`config.mk`:
```
export PLATFORM = sky130hd
export DESIGN_NAME = hrs_sequencer
export DESIGN_NICKNAME = d
export VERILOG_FILES = /design/src/logic/hrs_pkg.sv /design/src/logic/hrs_port_if.sv /design/src/logic/hrs_port_timer.sv /design/src/logic/hrs_sequencer.sv
export VERILOG_INCLUDE_DIRS = /design/src /design/src/logic
export SDC_FILE = /design/constraint.sdc
export NUM_CORES = 1
export LEC_CHECK = 0
export ABC_AREA = 1
export BUFFER_PORTS_ARGS = -buffer_cell sky130_fd_sc_hd__buf_2
export CAP_MARGIN = 20
export CORE_MARGIN = 1.5
export CORE_UTILIZATION = 49
export CTS_CLUSTER_SIZE = 40
export DETAILED_ROUTE_END_ITERATION = 10
export GPL_TIMING_DRIVEN = 0
export PLACE_DENSITY = 0.67
export SETUP_SLACK_MARGIN = 0.1
export SYNTH_ARGS = -nofsm -noshare
export SYNTH_HDL_FRONTEND = slang
export SYNTH_HIERARCHICAL = 1
export SYNTH_SLANG_ARGS = --single-unit
export TNS_END_PERCENT = 10
```
`constraint.sdc`:
```
create_clock -name clk -period 6.19 [get_ports clk]
set_clock_uncertainty 0.2 [all_clocks]
set_input_delay 1.238 -clock clk [delete_from_list [all_inputs] [get_ports clk]]
set_output_delay 1.238 -clock clk [all_outputs]
set_load 0.05 [all_outputs]
```
`src/logic/hrs_params.svh`:
```
// Constants for the hub reset and configuration sequencer.
// Assumes a 20 MHz core clock; all cycle counts but the fixed strap sample count derive from it.
`ifndef HRS_PARAMS_SVH
`define HRS_PARAMS_SVH

// ============================================================
// Clock and counter width
`define HRS_CLK_MHZ          20
`define HRS_CNT_W            22

// ============================================================
// Times as printed, in their own units
`define HRS_T_RECOVERY_US    500
`define HRS_T_LOAD_MAX_US    99500
`define HRS_T_REQ_MAX_US     5000
`define HRS_T_PWR_UNIT_US    2000
`define HRS_T_STRAP_HOLD_NS  1400

// ============================================================
// Cycle counts derived from the times (the ns strap hold rounds down), plus a fixed strap sample count
`define HRS_RECOVERY_CYC     (`HRS_T_RECOVERY_US * `HRS_CLK_MHZ)
`define HRS_LOAD_MAX_CYC     (`HRS_T_LOAD_MAX_US * `HRS_CLK_MHZ)
`define HRS_REQ_MAX_CYC      (`HRS_T_REQ_MAX_US * `HRS_CLK_MHZ)
`define HRS_PWR_UNIT_CYC     (`HRS_T_PWR_UNIT_US * `HRS_CLK_MHZ)
`define HRS_STRAP_CYC        ((`HRS_T_STRAP_HOLD_NS * `HRS_CLK_MHZ) / 1000)
`define HRS_STRAP_SAMPLE     5'h03

// ============================================================
// Register map
`define HRS_REG_PWR_ON_DLY   8'h10
`define HRS_PWR_ON_DLY_RST   8'h00
`define HRS_PWR_ON_DLY_DEF   8'h32
`define HRS_RD_UNDEF         8'h00

// ============================================================
// Configuration select pin codes
`define HRS_SEL_DEFAULT      3'h0
`define HRS_SEL_STRAP        3'h1
`define HRS_SEL_EEPROM       3'h2
`define HRS_SEL_SMBUS        3'h3

`define HRS_PORTS            4
`define HRS_ADDR_ZERO        7'h00

`endif

```
`src/logic/hrs_pkg.sv`:
```
// Types for the hub reset and configuration sequencer.
// Assumes hrs_params.svh supplies the numeric constants.
package hrs_pkg;

    // ============================================================
    // Start-up sequence, Gray coded along the usual path
    typedef enum logic [2:0] {
        HRS_ST_STRAP   = 3'h0,
        HRS_ST_RECOVER = 3'h1,
        HRS_ST_LOAD    = 3'h3,
        HRS_ST_ATTACH  = 3'h2,
        HRS_ST_RUN     = 3'h6
    } hrs_state_t;

    // ============================================================
    // Configuration source
    typedef enum logic [1:0] {
        HRS_MODE_DEFAULT = 2'h0,
        HRS_MODE_STRAP   = 2'h1,
        HRS_MODE_EEPROM  = 2'h2,
        HRS_MODE_SMBUS   = 2'h3
    } hrs_mode_t;

endpackage

```
`src/logic/hrs_port_if.sv`:
```
// Link between the sequencer and one port power-on timer.
// Assumes both ends share clk and rst.
`timescale 1ns/1ps
interface hrs_port_if;
    logic       run;
    logic [7:0] delay;
    logic       good;

    modport ctl (output run, output delay, input good);
    modport tmr (input run, input delay, output good);
endinterface

```
`src/logic/hrs_port_timer.sv`:
```
// Power-on timer of one downstream port, counting in fixed units.
// Assumes run is synchronous to clk and delay is stable while run is high.
`timescale 1ns/1ps
`include "hrs_params.svh"
module hrs_port_timer #(
    parameter logic [`HRS_CNT_W-1:0] UNIT_CYC = `HRS_PWR_UNIT_CYC
) (
    // Clock and reset
    input  wire logic clk,
    input  wire logic rst,
    // Sequencer side
    hrs_port_if.tmr   prt
);
    logic [`HRS_CNT_W-1:0] pre_r;
    logic [7:0]            units_r;
    logic                  run_d_r;
    logic                  good_r;

    // ============================================================
    // Unit prescaler and unit countdown
    always_ff @(posedge clk or posedge rst) begin
        if (rst) begin
            pre_r   <= '0;
            units_r <= '0;
            run_d_r <= 1'b0;
            good_r  <= 1'b0;
        end else begin
            run_d_r <= prt.run;
            if (!prt.run) begin
                good_r <= 1'b0;
            end else if (!run_d_r) begin
                units_r <= prt.delay;
                pre_r   <= UNIT_CYC - 1'b1;
                good_r  <= 1'b0;
            end else if (units_r == 8'h00) begin
                good_r <= 1'b1;
            end else if (pre_r == '0) begin
                pre_r   <= UNIT_CYC - 1'b1;
                units_r <= units_r - 1'b1;
            end else begin
                pre_r <= pre_r - 1'b1;
            end
        end
    end

    assign prt.good = good_r;
endmodule // hrs_port_timer

```
`src/logic/hrs_sequencer.sv`:
```
// Hub reset, configuration source selection and attach sequencing.
// Assumes straps and the bus reset come from pins; loader and request
// strobes come from logic on clk.
`timescale 1ns/1ps
`include "hrs_params.svh"

// Function
// - Hold an 8-bit port power-on delay in 2 ms units.
// - Reads of undefined register addresses return zero.
// - Writes to undefined register addresses change nothing and raise no error.
// - Strap mode uses strap values where straps apply, defaults elsewhere.
// - Sample both LED pins after reset release; use them in default modes.
// - Strap high drives LED active low; strap low drives it active high.
// - In reset: ports off, power removed, transceivers high impedance, transactions dropped; enables reset to zero, which is on for active-low switches.
// - Reset returns registers to defaults, stops oscillator and PLL, LEDs off; the delay register resets to 00h, with 32h loaded later in default modes.
// - Device becomes operational 500 us after reset release.
// - Once operational, start reading EEPROM configuration when selected.
// - Strap mode drives outputs inactive within about 1.5 us of release.
// - Strap and EEPROM modes attach within 100 ms of configuration done.
// - EEPROM mode recovers in 500 us, then configures within 99.5 ms.
// - SMBus load bounded at 99.5 ms when bus powered, host-timed when self powered.
// - Each host request completes within 5 ms after configuration.
// - Bus reset sets address zero and returns to unconfigured.
// - Bus reset removes port power, clears translator buffers, resumes if suspended.
// - Upstream bus reset is never forwarded downstream.
// - Configuration source chosen from the three select pins.
// - Polarity strap sets port power output active level.
module hrs_sequencer #(
    parameter logic [`HRS_CNT_W-1:0] RECOVERY_CYC = `HRS_RECOVERY_CYC,
    parameter logic [`HRS_CNT_W-1:0] LOAD_MAX_CYC = `HRS_LOAD_MAX_CYC,
    parameter logic [`HRS_CNT_W-1:0] REQ_MAX_CYC  = `HRS_REQ_MAX_CYC,
    parameter logic [`HRS_CNT_W-1:0] PWR_UNIT_CYC = `HRS_PWR_UNIT_CYC
) (
    // Clock and hardware reset
    input  wire logic                    clk,
    input  wire logic                    rst,
    // Strap pins
    input  wire logic [2:0]              cfg_sel_pin,
    input  wire logic                    port_power_polarity_pin,
    input  wire logic                    self_powered_pin,
    // LED pins, two-way
    input  wire logic [1:0]              led_in,
    output logic      [1:0]              led_out,
    output logic      [1:0]              led_oe_n,
    input  wire logic [1:0]              led_on,
    // Configuration register port
    input  wire logic                    reg_wr,
    input  wire logic                    reg_rd,
    input  wire logic [7:0]              reg_addr,
    input  wire logic [7:0]              reg_wdata,
    output logic      [7:0]              reg_rdata,
    // Configuration loader
    output logic                         eeprom_start,
    input  wire logic                    eeprom_done,
    input  wire logic                    smbus_done,
    output logic                         load_timeout,
    // Upstream side
    input  wire logic                    usb_bus_reset_pin,
    output logic                         attach,
    output logic                         phy_hiz,
    output logic                         clk_run,
    output logic                         operational,
    input  wire logic                    set_address,
    input  wire logic [6:0]              new_address,
    input  wire logic                    set_configured,
    output logic      [6:0]              dev_address,
    output logic                         configured,
    input  wire logic                    suspended,
    output logic                         resume_req,
    output logic                         tt_clear,
    // Host requests
    input  wire logic                    req_start,
    input  wire logic                    req_done,
    output logic                         req_force_done,
    // Downstream ports
    input  wire logic [`HRS_PORTS-1:0]   port_power_req,
    output logic      [`HRS_PORTS-1:0]   port_power_enable,
    output logic      [`HRS_PORTS-1:0]   port_power_good,
    output logic                         downstream_reset
);

    // ============================================================
    // Pin synchronisers
    logic [2:0]                sel_s1_r,  sel_s2_r;
    logic                      pol_s1_r,  pol_s2_r;
    logic                      selfp_s1_r, selfp_s2_r;
    logic [1:0]                led_s1_r,  led_s2_r;
    logic                      busr_s1_r, busr_s2_r, busr_d_r;
    logic                      bus_reset_evt;

    always_ff @(posedge clk or posedge rst) begin
        if (rst) begin
            sel_s1_r   <= '0;
            sel_s2_r   <= '0;
            pol_s1_r   <= 1'b0;
            pol_s2_r   <= 1'b0;
            selfp_s1_r <= 1'b0;
            selfp_s2_r <= 1'b0;
            led_s1_r   <= '0;
            led_s2_r   <= '0;
            busr_s1_r  <= 1'b0;
            busr_s2_r  <= 1'b0;
            busr_d_r   <= 1'b0;
        end else begin
            sel_s1_r   <= cfg_sel_pin;
            sel_s2_r   <= sel_s1_r;
            pol_s1_r   <= port_power_polarity_pin;
            pol_s2_r   <= pol_s1_r;
            selfp_s1_r <= self_powered_pin;
            selfp_s2_r <= selfp_s1_r;
            led_s1_r   <= led_in;
            led_s2_r   <= led_s1_r;
            busr_s1_r  <= usb_bus_reset_pin;
            busr_s2_r  <= busr_s1_r;
            busr_d_r   <= busr_s2_r;
        end
    end

    assign bus_reset_evt = busr_s2_r & ~busr_d_r;

    // ============================================================
    // Start-up sequence
    hrs_pkg::hrs_state_t       state_r, state_nxt;
    hrs_pkg::hrs_mode_t        mode_r;
    logic [`HRS_CNT_W-1:0]     cnt_r;
    logic                      strap_done_r;
    logic                      load_ok;
    logic                      load_expired;
    logic                      bounded_load;

    // A bus-powered SMBus load is bounded; a self-powered one waits for its host.
    assign bounded_load = (mode_r == hrs_pkg::HRS_MODE_EEPROM) | ~selfp_s2_r;
    assign load_ok      = (mode_r == hrs_pkg::HRS_MODE_EEPROM) ? eeprom_done : smbus_done;
    assign load_expired = bounded_load & (cnt_r >= LOAD_MAX_CYC - 1'b1);

    always_comb begin
        state_nxt = state_r;
        unique case (state_r)
            hrs_pkg::HRS_ST_STRAP: begin
                if (strap_done_r) begin
                    state_nxt = hrs_pkg::HRS_ST_RECOVER;
                end
            end
            hrs_pkg::HRS_ST_RECOVER: begin
                if (cnt_r >= RECOVERY_CYC - 1'b1) begin
                    if (mode_r == hrs_pkg::HRS_MODE_EEPROM || mode_r == hrs_pkg::HRS_MODE_SMBUS) begin
                        state_nxt = hrs_pkg::HRS_ST_LOAD;
                    end else begin
                        state_nxt = hrs_pkg::HRS_ST_ATTACH;
                    end
                end
            end
            hrs_pkg::HRS_ST_LOAD: begin
                if (load_ok || load_expired) begin
                    state_nxt = hrs_pkg::HRS_ST_ATTACH;
                end
            end
            hrs_pkg::HRS_ST_ATTACH: begin
                state_nxt = hrs_pkg::HRS_ST_RUN;
            end
            hrs_pkg::HRS_ST_RUN: begin
                state_nxt = hrs_pkg::HRS_ST_RUN;
            end
            default: begin
                state_nxt = hrs_pkg::HRS_ST_STRAP;
            end
        endcase
    end

    always_ff @(posedge clk or posedge rst) begin
        if (rst) begin
            state_r <= hrs_pkg::HRS_ST_STRAP;
        end else begin
            state_r <= state_nxt;
        end
    end

    // Interval counter restarts on each state change.
    always_ff @(posedge clk or posedge rst) begin
        if (rst) begin
            cnt_r <= '0;
        end else if (state_nxt != state_r) begin
            cnt_r <= '0;
        end else if (state_r != hrs_pkg::HRS_ST_RUN) begin
            cnt_r <= cnt_r + 1'b1;
        end
    end

    // ============================================================
    // Strap capture, a few cycles after release so the synchronisers have settled
    logic [4:0]                strap_cnt_r;
    logic [1:0]                led_strap_r;
    logic                      pol_strap_r;

    always_ff @(posedge clk or posedge rst) begin
        if (rst) begin
            strap_cnt_r  <= '0;
            strap_done_r <= 1'b0;
            led_strap_r  <= '0;
            pol_strap_r  <= 1'b0;
            mode_r       <= hrs_pkg::HRS_MODE_DEFAULT;
        end else if (!strap_done_r) begin
            strap_cnt_r <= strap_cnt_r + 1'b1;
            if (strap_cnt_r == `HRS_STRAP_SAMPLE) begin
                strap_done_r <= 1'b1;
                led_strap_r  <= led_s2_r;
                pol_strap_r  <= pol_s2_r;
                unique case (sel_s2_r)
                    `HRS_SEL_STRAP:  mode_r <= hrs_pkg::HRS_MODE_STRAP;
                    `HRS_SEL_EEPROM: mode_r <= hrs_pkg::HRS_MODE_EEPROM;
                    `HRS_SEL_SMBUS:  mode_r <= hrs_pkg::HRS_MODE_SMBUS;
                    default:         mode_r <= hrs_pkg::HRS_MODE_DEFAULT;
                endcase
            end
        end
    end

    // ============================================================
    // LED pins: released in reset, driven inactive right after the strap sample
    logic                      default_mode;
    logic [1:0]                led_active_low;

    assign default_mode   = (mode_r == hrs_pkg::HRS_MODE_DEFAULT) | (mode_r == hrs_pkg::HRS_MODE_STRAP);
    assign led_active_low = default_mode ? led_strap_r : 2'h0;

    always_ff @(posedge clk or posedge rst) begin
        if (rst) begin
            led_oe_n <= 2'h3;
            led_out  <= 2'h0;
        end else if (strap_done_r) begin
            led_oe_n <= 2'h0;
            led_out  <= (operational ? led_on : 2'h0) ^ led_active_low;
        end
    end

    // ============================================================
    // Power-on delay register; everything else decodes as undefined
    logic [7:0]                pwr_dly_r;
    logic                      loading;
    logic                      reg_hit;

    assign loading = (state_r == hrs_pkg::HRS_ST_LOAD);
    assign reg_hit = (reg_addr == `HRS_REG_PWR_ON_DLY);

    always_ff @(posedge clk or posedge rst) begin
        if (rst) begin
            pwr_dly_r <= `HRS_PWR_ON_DLY_RST;
        end else if (state_r == hrs_pkg::HRS_ST_RECOVER && default_mode) begin
            pwr_dly_r <= `HRS_PWR_ON_DLY_DEF;
        end else if (reg_wr && reg_hit && loading) begin
            pwr_dly_r <= reg_wdata;
        end
    end

    always_ff @(posedge clk or posedge rst) begin
        if (rst) begin
            reg_rdata <= `HRS_RD_UNDEF;
        end else if (reg_rd) begin
            reg_rdata <= reg_hit ? pwr_dly_r : `HRS_RD_UNDEF;
        end
    end

    // ============================================================
    // Loader start and timeout flag
    always_ff @(posedge clk or posedge rst) begin
        if (rst) begin
            eeprom_start <= 1'b0;
            load_timeout <= 1'b0;
        end else begin
            eeprom_start <= (state_r == hrs_pkg::HRS_ST_RECOVER) && (state_nxt == hrs_pkg::HRS_ST_LOAD)
                            && (mode_r == hrs_pkg::HRS_MODE_EEPROM);
            if (loading && load_expired && !load_ok) begin
                load_timeout <= 1'b1;
            end
        end
    end

    // ============================================================
    // Upstream state: clocks, transceivers, attach, address and configuration
    always_ff @(posedge clk or posedge rst) begin
        if (rst) begin
            clk_run     <= 1'b0;
            phy_hiz     <= 1'b1;
            operational <= 1'b0;
            attach      <= 1'b0;
        end else begin
            clk_run     <= 1'b1;
            phy_hiz     <= (state_r != hrs_pkg::HRS_ST_RUN);
            operational <= (state_r != hrs_pkg::HRS_ST_STRAP) && (state_nxt != hrs_pkg::HRS_ST_RECOVER);
            attach      <= (state_nxt == hrs_pkg::HRS_ST_RUN);
        end
    end

    // Bus reset is an edge on the synchronised pin; the host keeps its own
    // 100 ms wait after attach, so no guard is kept here against an early one.
    always_ff @(posedge clk or posedge rst) begin
        if (rst) begin
            dev_address <= `HRS_ADDR_ZERO;
            configured  <= 1'b0;
            tt_clear    <= 1'b0;
            resume_req  <= 1'b0;
        end else begin
            tt_clear   <= bus_reset_evt;
            resume_req <= bus_reset_evt & suspended;
            if (bus_reset_evt) begin
                dev_address <= `HRS_ADDR_ZERO;
                configured  <= 1'b0;
            end else if (state_r == hrs_pkg::HRS_ST_RUN) begin
                if (set_address) begin
                    dev_address <= new_address;
                end
                if (set_configured) begin
                    configured <= 1'b1;
                end
            end
        end
    end

    assign downstream_reset = 1'b0;

    // ============================================================
    // Host request watchdog: a request left open too long is closed by force
    logic                      req_busy_r;
    logic [`HRS_CNT_W-1:0]     req_cnt_r;

    always_ff @(posedge clk or posedge rst) begin
        if (rst) begin
            req_busy_r     <= 1'b0;
            req_cnt_r      <= '0;
            req_force_done <= 1'b0;
        end else begin
            req_force_done <= 1'b0;
            if (bus_reset_evt || req_done) begin
                req_busy_r <= req_start;
                req_cnt_r  <= '0;
            end else if (req_start) begin
                req_busy_r <= 1'b1;
                req_cnt_r  <= '0;
            end else if (req_busy_r) begin
                if (req_cnt_r >= REQ_MAX_CYC - 1'b1) begin
                    req_force_done <= 1'b1;
                    req_busy_r     <= 1'b0;
                end else begin
                    req_cnt_r <= req_cnt_r + 1'b1;
                end
            end
        end
    end

    // ============================================================
    // Downstream port power, one timer per port
    logic [`HRS_PORTS-1:0]     pwr_on_r;
    logic [`HRS_PORTS-1:0]     req_d_r;

    always_ff @(posedge clk or posedge rst) begin
        if (rst) begin
            pwr_on_r <= '0;
            req_d_r  <= '0;
        end else begin
            req_d_r <= port_power_req;
            if (bus_reset_evt || state_r != hrs_pkg::HRS_ST_RUN) begin
                pwr_on_r <= '0;
            end else begin
                pwr_on_r <= (pwr_on_r | (port_power_req & ~req_d_r)) & port_power_req;
            end
        end
    end

    // The polarity strap only becomes valid after the sample, so outputs sit
    // at zero until then; a board with active-low switches must pull them off.
    always_ff @(posedge clk or posedge rst) begin
        if (rst) begin
            port_power_enable <= '0;
        end else if (strap_done_r) begin
            port_power_enable <= pol_strap_r ? pwr_on_r : ~pwr_on_r;
        end
    end

    for (genvar p = 0; p < `HRS_PORTS; p++) begin : g_port
        hrs_port_if pif ();

        assign pif.run   = pwr_on_r[p];
        assign pif.delay = pwr_dly_r;

        hrs_port_timer #(
            .UNIT_CYC (PWR_UNIT_CYC)
        ) u_timer (
            .clk (clk),
            .rst (rst),
            .prt (pif.tmr)
        );

        assign port_power_good[p] = pif.good;
    end

endmodule // hrs_sequencer

```
# After elaboration in Yosys (flattened, before gate mapping)
# Cells that the tools add are included.
[word_totals]
register_bits = 253
latch_bits = 0
ram_bits = 0
rom_bits = 0
inputBits = 48
elab_cells = 227
n_memories = 0
[classes]
add_sub_neg = 11
multipliers = 0
n_div = 0
n_lt_le_gt_ge = 3
n_eq_ne = 30
n_shift = 0
mux = 72
bitwise_logic = 14
n_reduce_logical = 43
[ops]
columns = ["operator", "count"]
rows = [
  ["$mux W22", 18],
  ["$mux W8", 15],
  ["$logic_not A22 Y1", 4],
  ["$sub A22 B1 Y22 const B", 4],
  ["$add A22 B1 Y22 const B", 2],
  ["$logic_not A8 Y1", 4],
  ["$sub A8 B1 Y8 const B", 4],
  ["$mux W1", 27],
  ["$ge A22 B14 Y1 const B", 1],
  ["$ge A22 B17 Y1 const B", 1],
  ["$ge A22 B21 Y1 const B", 1],
  ["$mux W7", 3],
  ["$ne A3 B3 Y1 const B", 6],
  ["$ne A2 B2 Y1 const B", 8],
  ["$reduce_and A2 Y1", 8],
  ["$eq A3 B2 Y1 const B", 5],
  ["$pmux W3 S4", 1],
  ["$reduce_and A3 Y1", 4],
  ["$reduce_bool A2 Y1", 5],
  ["$mux W3", 3],
  ["$and A4 B4 Y4", 2],
  ["$eq A8 B5 Y1 const B", 1],
  ["$logic_and A1 B1 Y1", 8],
  ["$mux W4", 2],
  ["other kinds (22)", 36],
]

# Logic depth before layout (Yosys ltp)
# Gate-level depths: netlist of run 1.
[depth]
word_depth = 9
ltp_mapped = 14
depth_no_buf = 13

# Modules after synthesis
# Netlist of run 1, hierarchy kept.
[by_module_without_submodules]
columns = ["module", "n_inst", "cells_per_inst", "area_per_inst_um2", "seq_area_each_um2"]
rows = [
  ["hrs_port_timer (g_port[0].u_timer ...)", 3, 295, 2069.5, 800.8],
  ["hrs_sequencer", 1, 662, 5795.6, 3105.5],
  ["hrs_port_timer (g_port[1].u_timer)", 1, 286, 2020.7, 800.8],
]

# Worst setup path after synthesis of run 1
# OpenSTA, ideal clock, no wires.
[synth_path]
path_type = "input-to-reg"
startpoint = "input port reg_addr[1]"
endpoint = "register pwr_dly_r[0], in the netlist g_port[0].pif.delay[0]"
arrival_ps = 2259
required_time_ps = 5859
slack_ps = 3599
cell_stages = 5
n_path_buf = 1
path_cell_list = "nor4_1 > nand3_1 > clkbuf_1 > o21ai_0 > a21oi_1"
[synth_via]
elab_chain_len = 4
[synth_rtl]
columns = ["item", "line_no", "source"]
rows = [
  ["from (decl)", "hrs_sequencer.sv:49", "input wire logic [7:0] reg_addr,"],
  ["$eq A8 B5 Y1 (no line)", "-", ""],
  ["$logic_and A1 B1 Y1 (2 in series)", "hrs_sequencer.sv:250", "end else if (reg_wr && reg_hit && loading) begin"],
  ["$reduce_bool A2 Y1 (no line)", "-", ""],
  ["to (signal assigned)", "hrs_sequencer.sv:247", "pwr_dly_r <= `HRS_PWR_ON_DLY_RST;"],
  ["to (signal assigned)", "hrs_sequencer.sv:249", "pwr_dly_r <= `HRS_PWR_ON_DLY_DEF;"],
  ["to (signal assigned)", "hrs_sequencer.sv:251", "pwr_dly_r <= reg_wdata;"],
  ["to (decl)", "hrs_sequencer.sv:238", "logic [7:0] pwr_dly_r;"],
]
# No other way between the ends.
# A chain may end at the register's enable or synchronous reset.

==> results of run 1 <==
routing by layer:
metal	wire length (um)	vias to the layer above	track usage [%]
met3	1750	43	4.37
li1	-	6065	-
met4	540	2	5.03
met2	14900	277	36.7
met1	14900	5545	31.0
met5	13	-	0
sequential cells by signal, summed over array words and instances (netlist names), 4 cells and up:
name / count
g_port.u_timer/units_r: 32
reg_rdata: 8
strap_cnt_r: 5
g_port.u_timer/run_d_r: 4
pwr_on_r: 4
g_port.pif.delay: 8
port_power_enable: 4
req_cnt_r: 22
req_d_r: 4
dev_address: 7
g_port.u_timer/prt.good: 4
cnt_r: 22
g_port.u_timer/pre_r: 88
logic make-up (layout without fill, tap and decap cells):
group                      after synthesis  count (layout)  synth area share [%]
AOI/OAI and AO/OA                      173             173                  6.93
xor gates and xnor gates                49              49                  3.06
adders and majority gates               15              15                  1.34
buffers and inverters                  274             418                  8.56
DFF                                    252             252                  45.0
muxes                                   12              12                 0.856
other                                    2               4                0.0535
and+or+nand+nor                       1056            1056                  34.2
per-stage QoR:
step | std cells | util (%) | setup WS (ns) | hold WS, ns
after floorplan | 1833 | - | 1.46 | 0.131
after global placement | 2295 | 53.3 | -0.0857 | 0.131
after detailed placement | 2300 | 53.8 | 3.15 | 0.135
after CTS | 2355 | 57.2 | 3.25 | 0.147
after global routing | 2355 | 57.2 | 3.24 | 0.152
final | 2357 | 57.2 | 3.28 | 0.149
cells in the mapped netlist (3+ instances only):
master	instances
o21ai_1	15
nor3_2	4
nor2_1	252
nor4_1	4
mux2i_1	12
nor2_4	8
nand3_2	12
nand2_4	9
and3_1	4
nand2_1	456
inv_2	28
clkbuf_1	8
nand4_1	30
xnor2_1	7
a31o_2	4
inv_4	3
dfrtp_1	250
ha_1	15
o21ai_2	14
xor2_1	42
buf_6	10
buf_4	11
nand2_8	3
o21ai_0	83
a21oi_1	44
o31ai_1	5
nor2_2	41
nand2_2	18
buf_8	3
or2_2	5
buf_2	12
inv_1	197
nor3_1	21
nand3b_1	9
nand3_1	178
worst min path at each step:
| stage | from | endpoint | slack, ns |
|---|---|---|---|
| 2_1_floorplan | busr_s1_r$_DFF_PP0_ | busr_s2_r$_DFF_PP0_ | 0.13 |
| 4_1_cts | pol_s1_r$_DFF_PP0_ | pol_s2_r$_DFF_PP0_ | 0.15 |
| 3_3_place_gp | led_s1_r[0]$_DFF_PP0_ | led_s2_r[0]$_DFF_PP0_ | 0.13 |
| 5_1_grt | pol_s1_r$_DFF_PP0_ | pol_s2_r$_DFF_PP0_ | 0.15 |
| 3_5_place_dp | pol_s1_r$_DFF_PP0_ | pol_s2_r$_DFF_PP0_ | 0.13 |
| 6_report | pol_s1_r$_DFF_PP0_ | pol_s2_r$_DFF_PP0_ | 0.15 |
power groups by stage:
stage	Sequential (W)	Combinational, W	Clock [W]
after floorplan	0.00171	0.0000489	0
after global placement	0.00170	0.000100	0
after detailed placement	0.00170	0.000112	0
after CTS	0.00167	0.000112	0.00174
after global routing	0.00167	0.000124	0.00181
final	0.00167	0.000109	0.00170
final cells by class:
type	count	area share [%]
clock buffer	44	5.14
timing repair buffer	89	3.48
multi-input combinational	1307	40.7
antenna	2	0.0312
inverter	230	5.47
tap	378	2.95
buffer	44	2.06
sequential	252	39.4
clock inverter	11	0.828
placed cells by master (no fill, tap or decap), types with 41 or more instances in the layout:
master,count
nand2_1,456
nor2_1,252
dfrtp_1,250
inv_1,196
nand3_1,178
buf_2,96
o21ai_0,83
a21oi_1,44
xor2_1,42
nor2_2,41
==> reports/qor.txt, run 1 <==
Num CTS Buffers = 30
Vias in the first global route = 11300
RSZ-0062 raised after global routing = no
Area of the multi-input gates = 0.00652 sq mm
Post-CTS Hold Fix Bufs = 0
Power density cells = 217 mW/mm^2
Flop2flop setup slack = 4.08 ns
Worst hold path class = reg2reg
Reg-to-Reg Start = req_cnt_r[0]$_DFFE_PP0P_
Syn Area/Cell = 7.65 sq um
Sw Ratio = 22.4%
Share of the synthesized area in the top cell type = 44.6%
Dpl hpwl = 23500 um
Total power = 0.00347 W
Final TNS setup = 0 ns
Area contributors post-synth = dfrtp_1 45%, nand2_1 12%, nor2_1 6.7%
Buffer count from post-CTS setup fixing = 0
Cell Area, Placed = 0.0151 sq mm
Post-CTS sizing = 0
Post-synth EDFFs = 0
DR vias = 11900
Htree depth = 1
Period utilization = 47.1%
Worst-path clk slew = 0.06 ns
Crit-path cells = buf_4, buf_2
Part of the power in registers = 47.9%
Max-cap violations = 0
CTS tree = built
Core area = 0.0280 sq mm
Initial antenna violation count = 2
Layout cells sized above 1 = 16.3%
Cell family with most CP delay = flip-flops
Buffers on Ports = 84
Die width = 172 um
Total GRT Usage = 22.5%
Worst setup path end = led_oe_n[1]
Largest stage delay, worst path = 0.56 ns
Stages on worst setup path = 2
Synth Instances = 1833
Worst Setup Start Kind = register
Clk sink count = 252
Critical path capture point type = primary output
Worst R2R Path Depth = 8
Post-Syn Nets = 1896
Final Wtd Congestion = 0.871
Yosys top cell by area = dfrtp_1
Post-synth cell types = 47
Die Span Y = 172 um
Crit Path Class = reg2out
Top_reg_cell synth = dfrtp_1
Post-DRT Antenna Nets = 0
Psw = 0.000778 W
Initial DRT Pass Iterations = 5
Slew of the pin with the lowest slew margin = 0.736 ns
Mapped cell area = 0.0140 sq mm
Largest net degree at the start of global routing = 79
FFs w/ async S/R, synth = 100%
Slew HR = 50.8%
CP Max Fanout = 3
Register Area = 0.00631 sq mm
Final wirelength = 32100 um
WL per Instance = 13.6 um
Fill count = 2661
Leakage = 8.61 nW
Min Tclk post-route = 2.91 ns
Fmax = 343 MHz
Final Slew Violations = 0
Cell area after layout = 0.0160 sq mm
Die area = 0.0296 sq mm
Number of synthesized register bits = 252
Required time worst endpoint = 4.75 ns
Buf/Inv on CP = 2
Post-route DRC = 0
Hold Vio Cnt, Final = 0
IO Count = 86
Worst EP arrival = 1.48 ns
Critical path origin = led_oe_n[0]$_DFFE_PP1P_
Std-Cell Rows = 61
Setup-failing EPs final = 0
Global-route wire length before repair = 54300 um
Status = finished, final reports clean
First DRT Iteration DRCs = 877
Clock Path Buffers = 3
Slowest cell on crit path = dfstp_2
Seq/Total Area, Yosys = 45.0%
Total gr overflow = 0
Peak supply drop = 203 uV
Clk pwr share = 48.9%
Combinational Power Share = 3.1%
Root Buffer = clkbuf_16
R2r endpoint = req_cnt_r[11]$_DFFE_PP0P_
Synthesis-to-layout area growth = 14.2%
Avg Vias per Cell = 5.06
Initial Util = 50.1%
Cell count of the worst hold path = 0
Final #Nets = 2017
Clk Latency, worst-skew pair = 0.57 ns
P_int = 0.00270 W
Synth warn = 6
Note: power is estimated with default switching activity, not from simulation.
==> run 2, diff against run 1 <==
Clock period 6.19 ns to 2.8 ns, I/O delays scaled along.
==> run 2 against run 1 <==
Against the previous run:
- via count rose by 0.30%
- sequential cell count unchanged
- first-iteration DRC count down 23%
- critical path depth is the same
- combinational power increased by 140%
- hold slack lost 0.12 ns
==> reports/qor.txt, run 2 (same netlist as run 1, synthesis figures left out) <==
P_int = 0.00613 W
Clk Latency, worst-skew pair = 0.56 ns
Status = finished, final reports clean
Post-route worst setup slack = 0.588 ns
Cell Area, Placed = 0.0151 sq mm
Worst hold slack = 0.0244 ns
Min Tclk post-route = 2.21 ns
Commonest non-fill, non-tap cell in the layout = nand2_1
Final #Nets = 2033
Global-route wire length before repair = 55000 um
Largest register FFs = 88
Die area = 0.0296 sq mm
Period utilization = 79.0%
Initial antenna violation count = 2
Initial Util = 50.1%
Worst-path clk slew = 0.06 ns
Hold Vio Cnt, Final = 0
Root Buffer = clkbuf_16
Sw Ratio = 22.0%
Post-CTS sizing = 0
Worst hold path class = in2reg
CTS tree = built
Dpl hpwl = 23400 um
Largest Register = g_port.u_timer/pre_r
Fmax = 452 MHz
Slew HR = 52.5%
Finished Layout Cells = 2371
Layout cells sized above 1 = 16.5%
Num CTS Buffers = 29
Worst EP arrival = 1.45 ns
Avg Vias per Cell = 5.05
Final wirelength = 32000 um
Vias in the first global route = 11600
Buffer count from post-CTS setup fixing = 0
RSZ-0062 raised after global routing = no
Clk pwr share = 49.8%
Largest stage delay, worst path = 0.55 ns
Final Wtd Congestion = 0.881
IO Count = 86
Initial DRT Pass Iterations = 5
Leakage = 8.70 nW
Commonest non-fill, non-tap cells in the layout = 456 x nand2_1, 252 x nor2_1, 250 x dfrtp_1
Fill count = 2580
CP Max Fanout = 3
Psw = 0.00173 W
Required time worst endpoint = 2.04 ns
Pre-CTS setup slack = 0.366 ns
Synthesis-to-layout area growth = 15.8%
Htree depth = 1
Buffers on Ports = 84
Total gr overflow = 0
Combinational Power Share = 3.3%
Total GRT Usage = 22.7%
Post-DRT Antenna Nets = 0
First DRT Iteration DRCs = 671
Std-Cell Rows = 61
Clock Path Buffers = 3
DR vias = 12000
Cell area after layout = 0.0162 sq mm
Setup-failing EPs final = 0
Clk sink count = 252
Placed cell count = 2302
Slew of the pin with the lowest slew margin = 0.711 ns
Slowest cell on crit path = dfstp_2
Core area = 0.0280 sq mm
Crit-path cells = buf_4, buf_2
Final Slew Violations = 0
Critical path capture point type = primary output
Die width = 172 um
Max-cap violations = 0
WL per Instance = 13.5 um
Die Span Y = 172 um
Worst Setup Start Kind = register
Largest net degree at the start of global routing = 42
Crit Path Class = reg2out
Regs by FF count = g_port.u_timer/pre_r x88, g_port.u_timer/units_r x32
Peak supply drop = 537 uV
Post-route DRC = 0
Part of the power in registers = 46.9%
Power density cells = 484 mW/mm^2
## run 2: cell types whose count changed in the layout (fill, tap and decap cells not counted), moves of 2 or more
cell,previous run,this run
dlygate4sd3_1,0,15
clkbuf_1,20,12
buf_12,0,3
clkinvlp_4,1,4
bufinv_16,2,4
clkbuf_8,2,4
## run 2: final timing paths
path | cells past startpoint | slack [ns] | startpoint | to
setup / recovery | 2 | 0.59 | led_oe_n[0]$_DFFE_PP1P_ | led_oe_n[1]
hold / removal | 3 | 0.02 | set_configured | configured$_DFFE_PP0P_
setup reg to reg | 7 | 0.60 | state_r[2]$_DFF_PP0_ | g_port[0].pif.delay[2]$_DFFE_PP0P_
hold reg to reg | 0 | 0.15 | sel_s1_r[0]$_DFF_PP0_ | sel_s2_r[0]$_DFF_PP0_
max in group asynchronous | 5 | 0.97 | rst | led_oe_n[0]$_DFFE_PP1P_
min in group asynchronous | 3 | 0.48 | rst | g_port[3].u_timer/pre_r[2]$_DFFE_PP0P_
## run 2: repair_timing
item,4_1_cts,5_1_grt
endpoints found under the hold margin,64,0
hold buffers,15,0
setup endpoints to repair,0,0
## run 2: area by class of cell
type | count | area [sq um] | area share, %
diodes | 2 | 5.00 | 0.0308
plain buffers | 44 | 330 | 2.03
clock buffers | 37 | 796 | 4.90
clock inverters | 15 | 198 | 1.22
inverters | 230 | 875 | 5.39
multi-input cells | 1307 | 6520 | 40.1
flip-flops and latches | 252 | 6310 | 38.8
well taps | 378 | 473 | 2.91
repair buffers | 106 | 741 | 4.56
## run 2: critical path, delay by kind of cell, from the launching register on
family,cells,cell delay [ns]
DFF,1,0.55
buffers and inverters,2,0.34
## run 2: metal layers
metal | global-route usage [%] | vias up | routed length (um)
met5 | 0 | - | 0
met4 | 5.29 | 0 | 696
met3 | 3.62 | 41 | 1360
met2 | 38.8 | 205 | 15000
met1 | 30.1 | 5621 | 14900
li1 | - | 6101 | -
## run 2: power by group through the flow
| stage | combinational, W | sequential, W | clock (W) |
|---|---|---|---|
| after floorplan | 0.000109 | 0.00377 | 0 |
| after global placement | 0.000219 | 0.00375 | 0 |
| after detailed placement | 0.000251 | 0.00375 | 0 |
| after CTS | 0.000270 | 0.00368 | 0.00401 |
| after global routing | 0.000297 | 0.00368 | 0.00415 |
| final | 0.000262 | 0.00368 | 0.00391 |
## run 2: per-stage QoR
step / power, W / TNS, ns / utilization, %
finish: 0.00786 / 0 / 58.0
CTS: 0.00796 / 0 / 58.0
floorplan: 0.00388 / 0 / -
global placement: 0.00397 / -47.61 / 53.3
detailed placement: 0.00400 / 0 / 53.9
global route: 0.00813 / 0 / 58.0
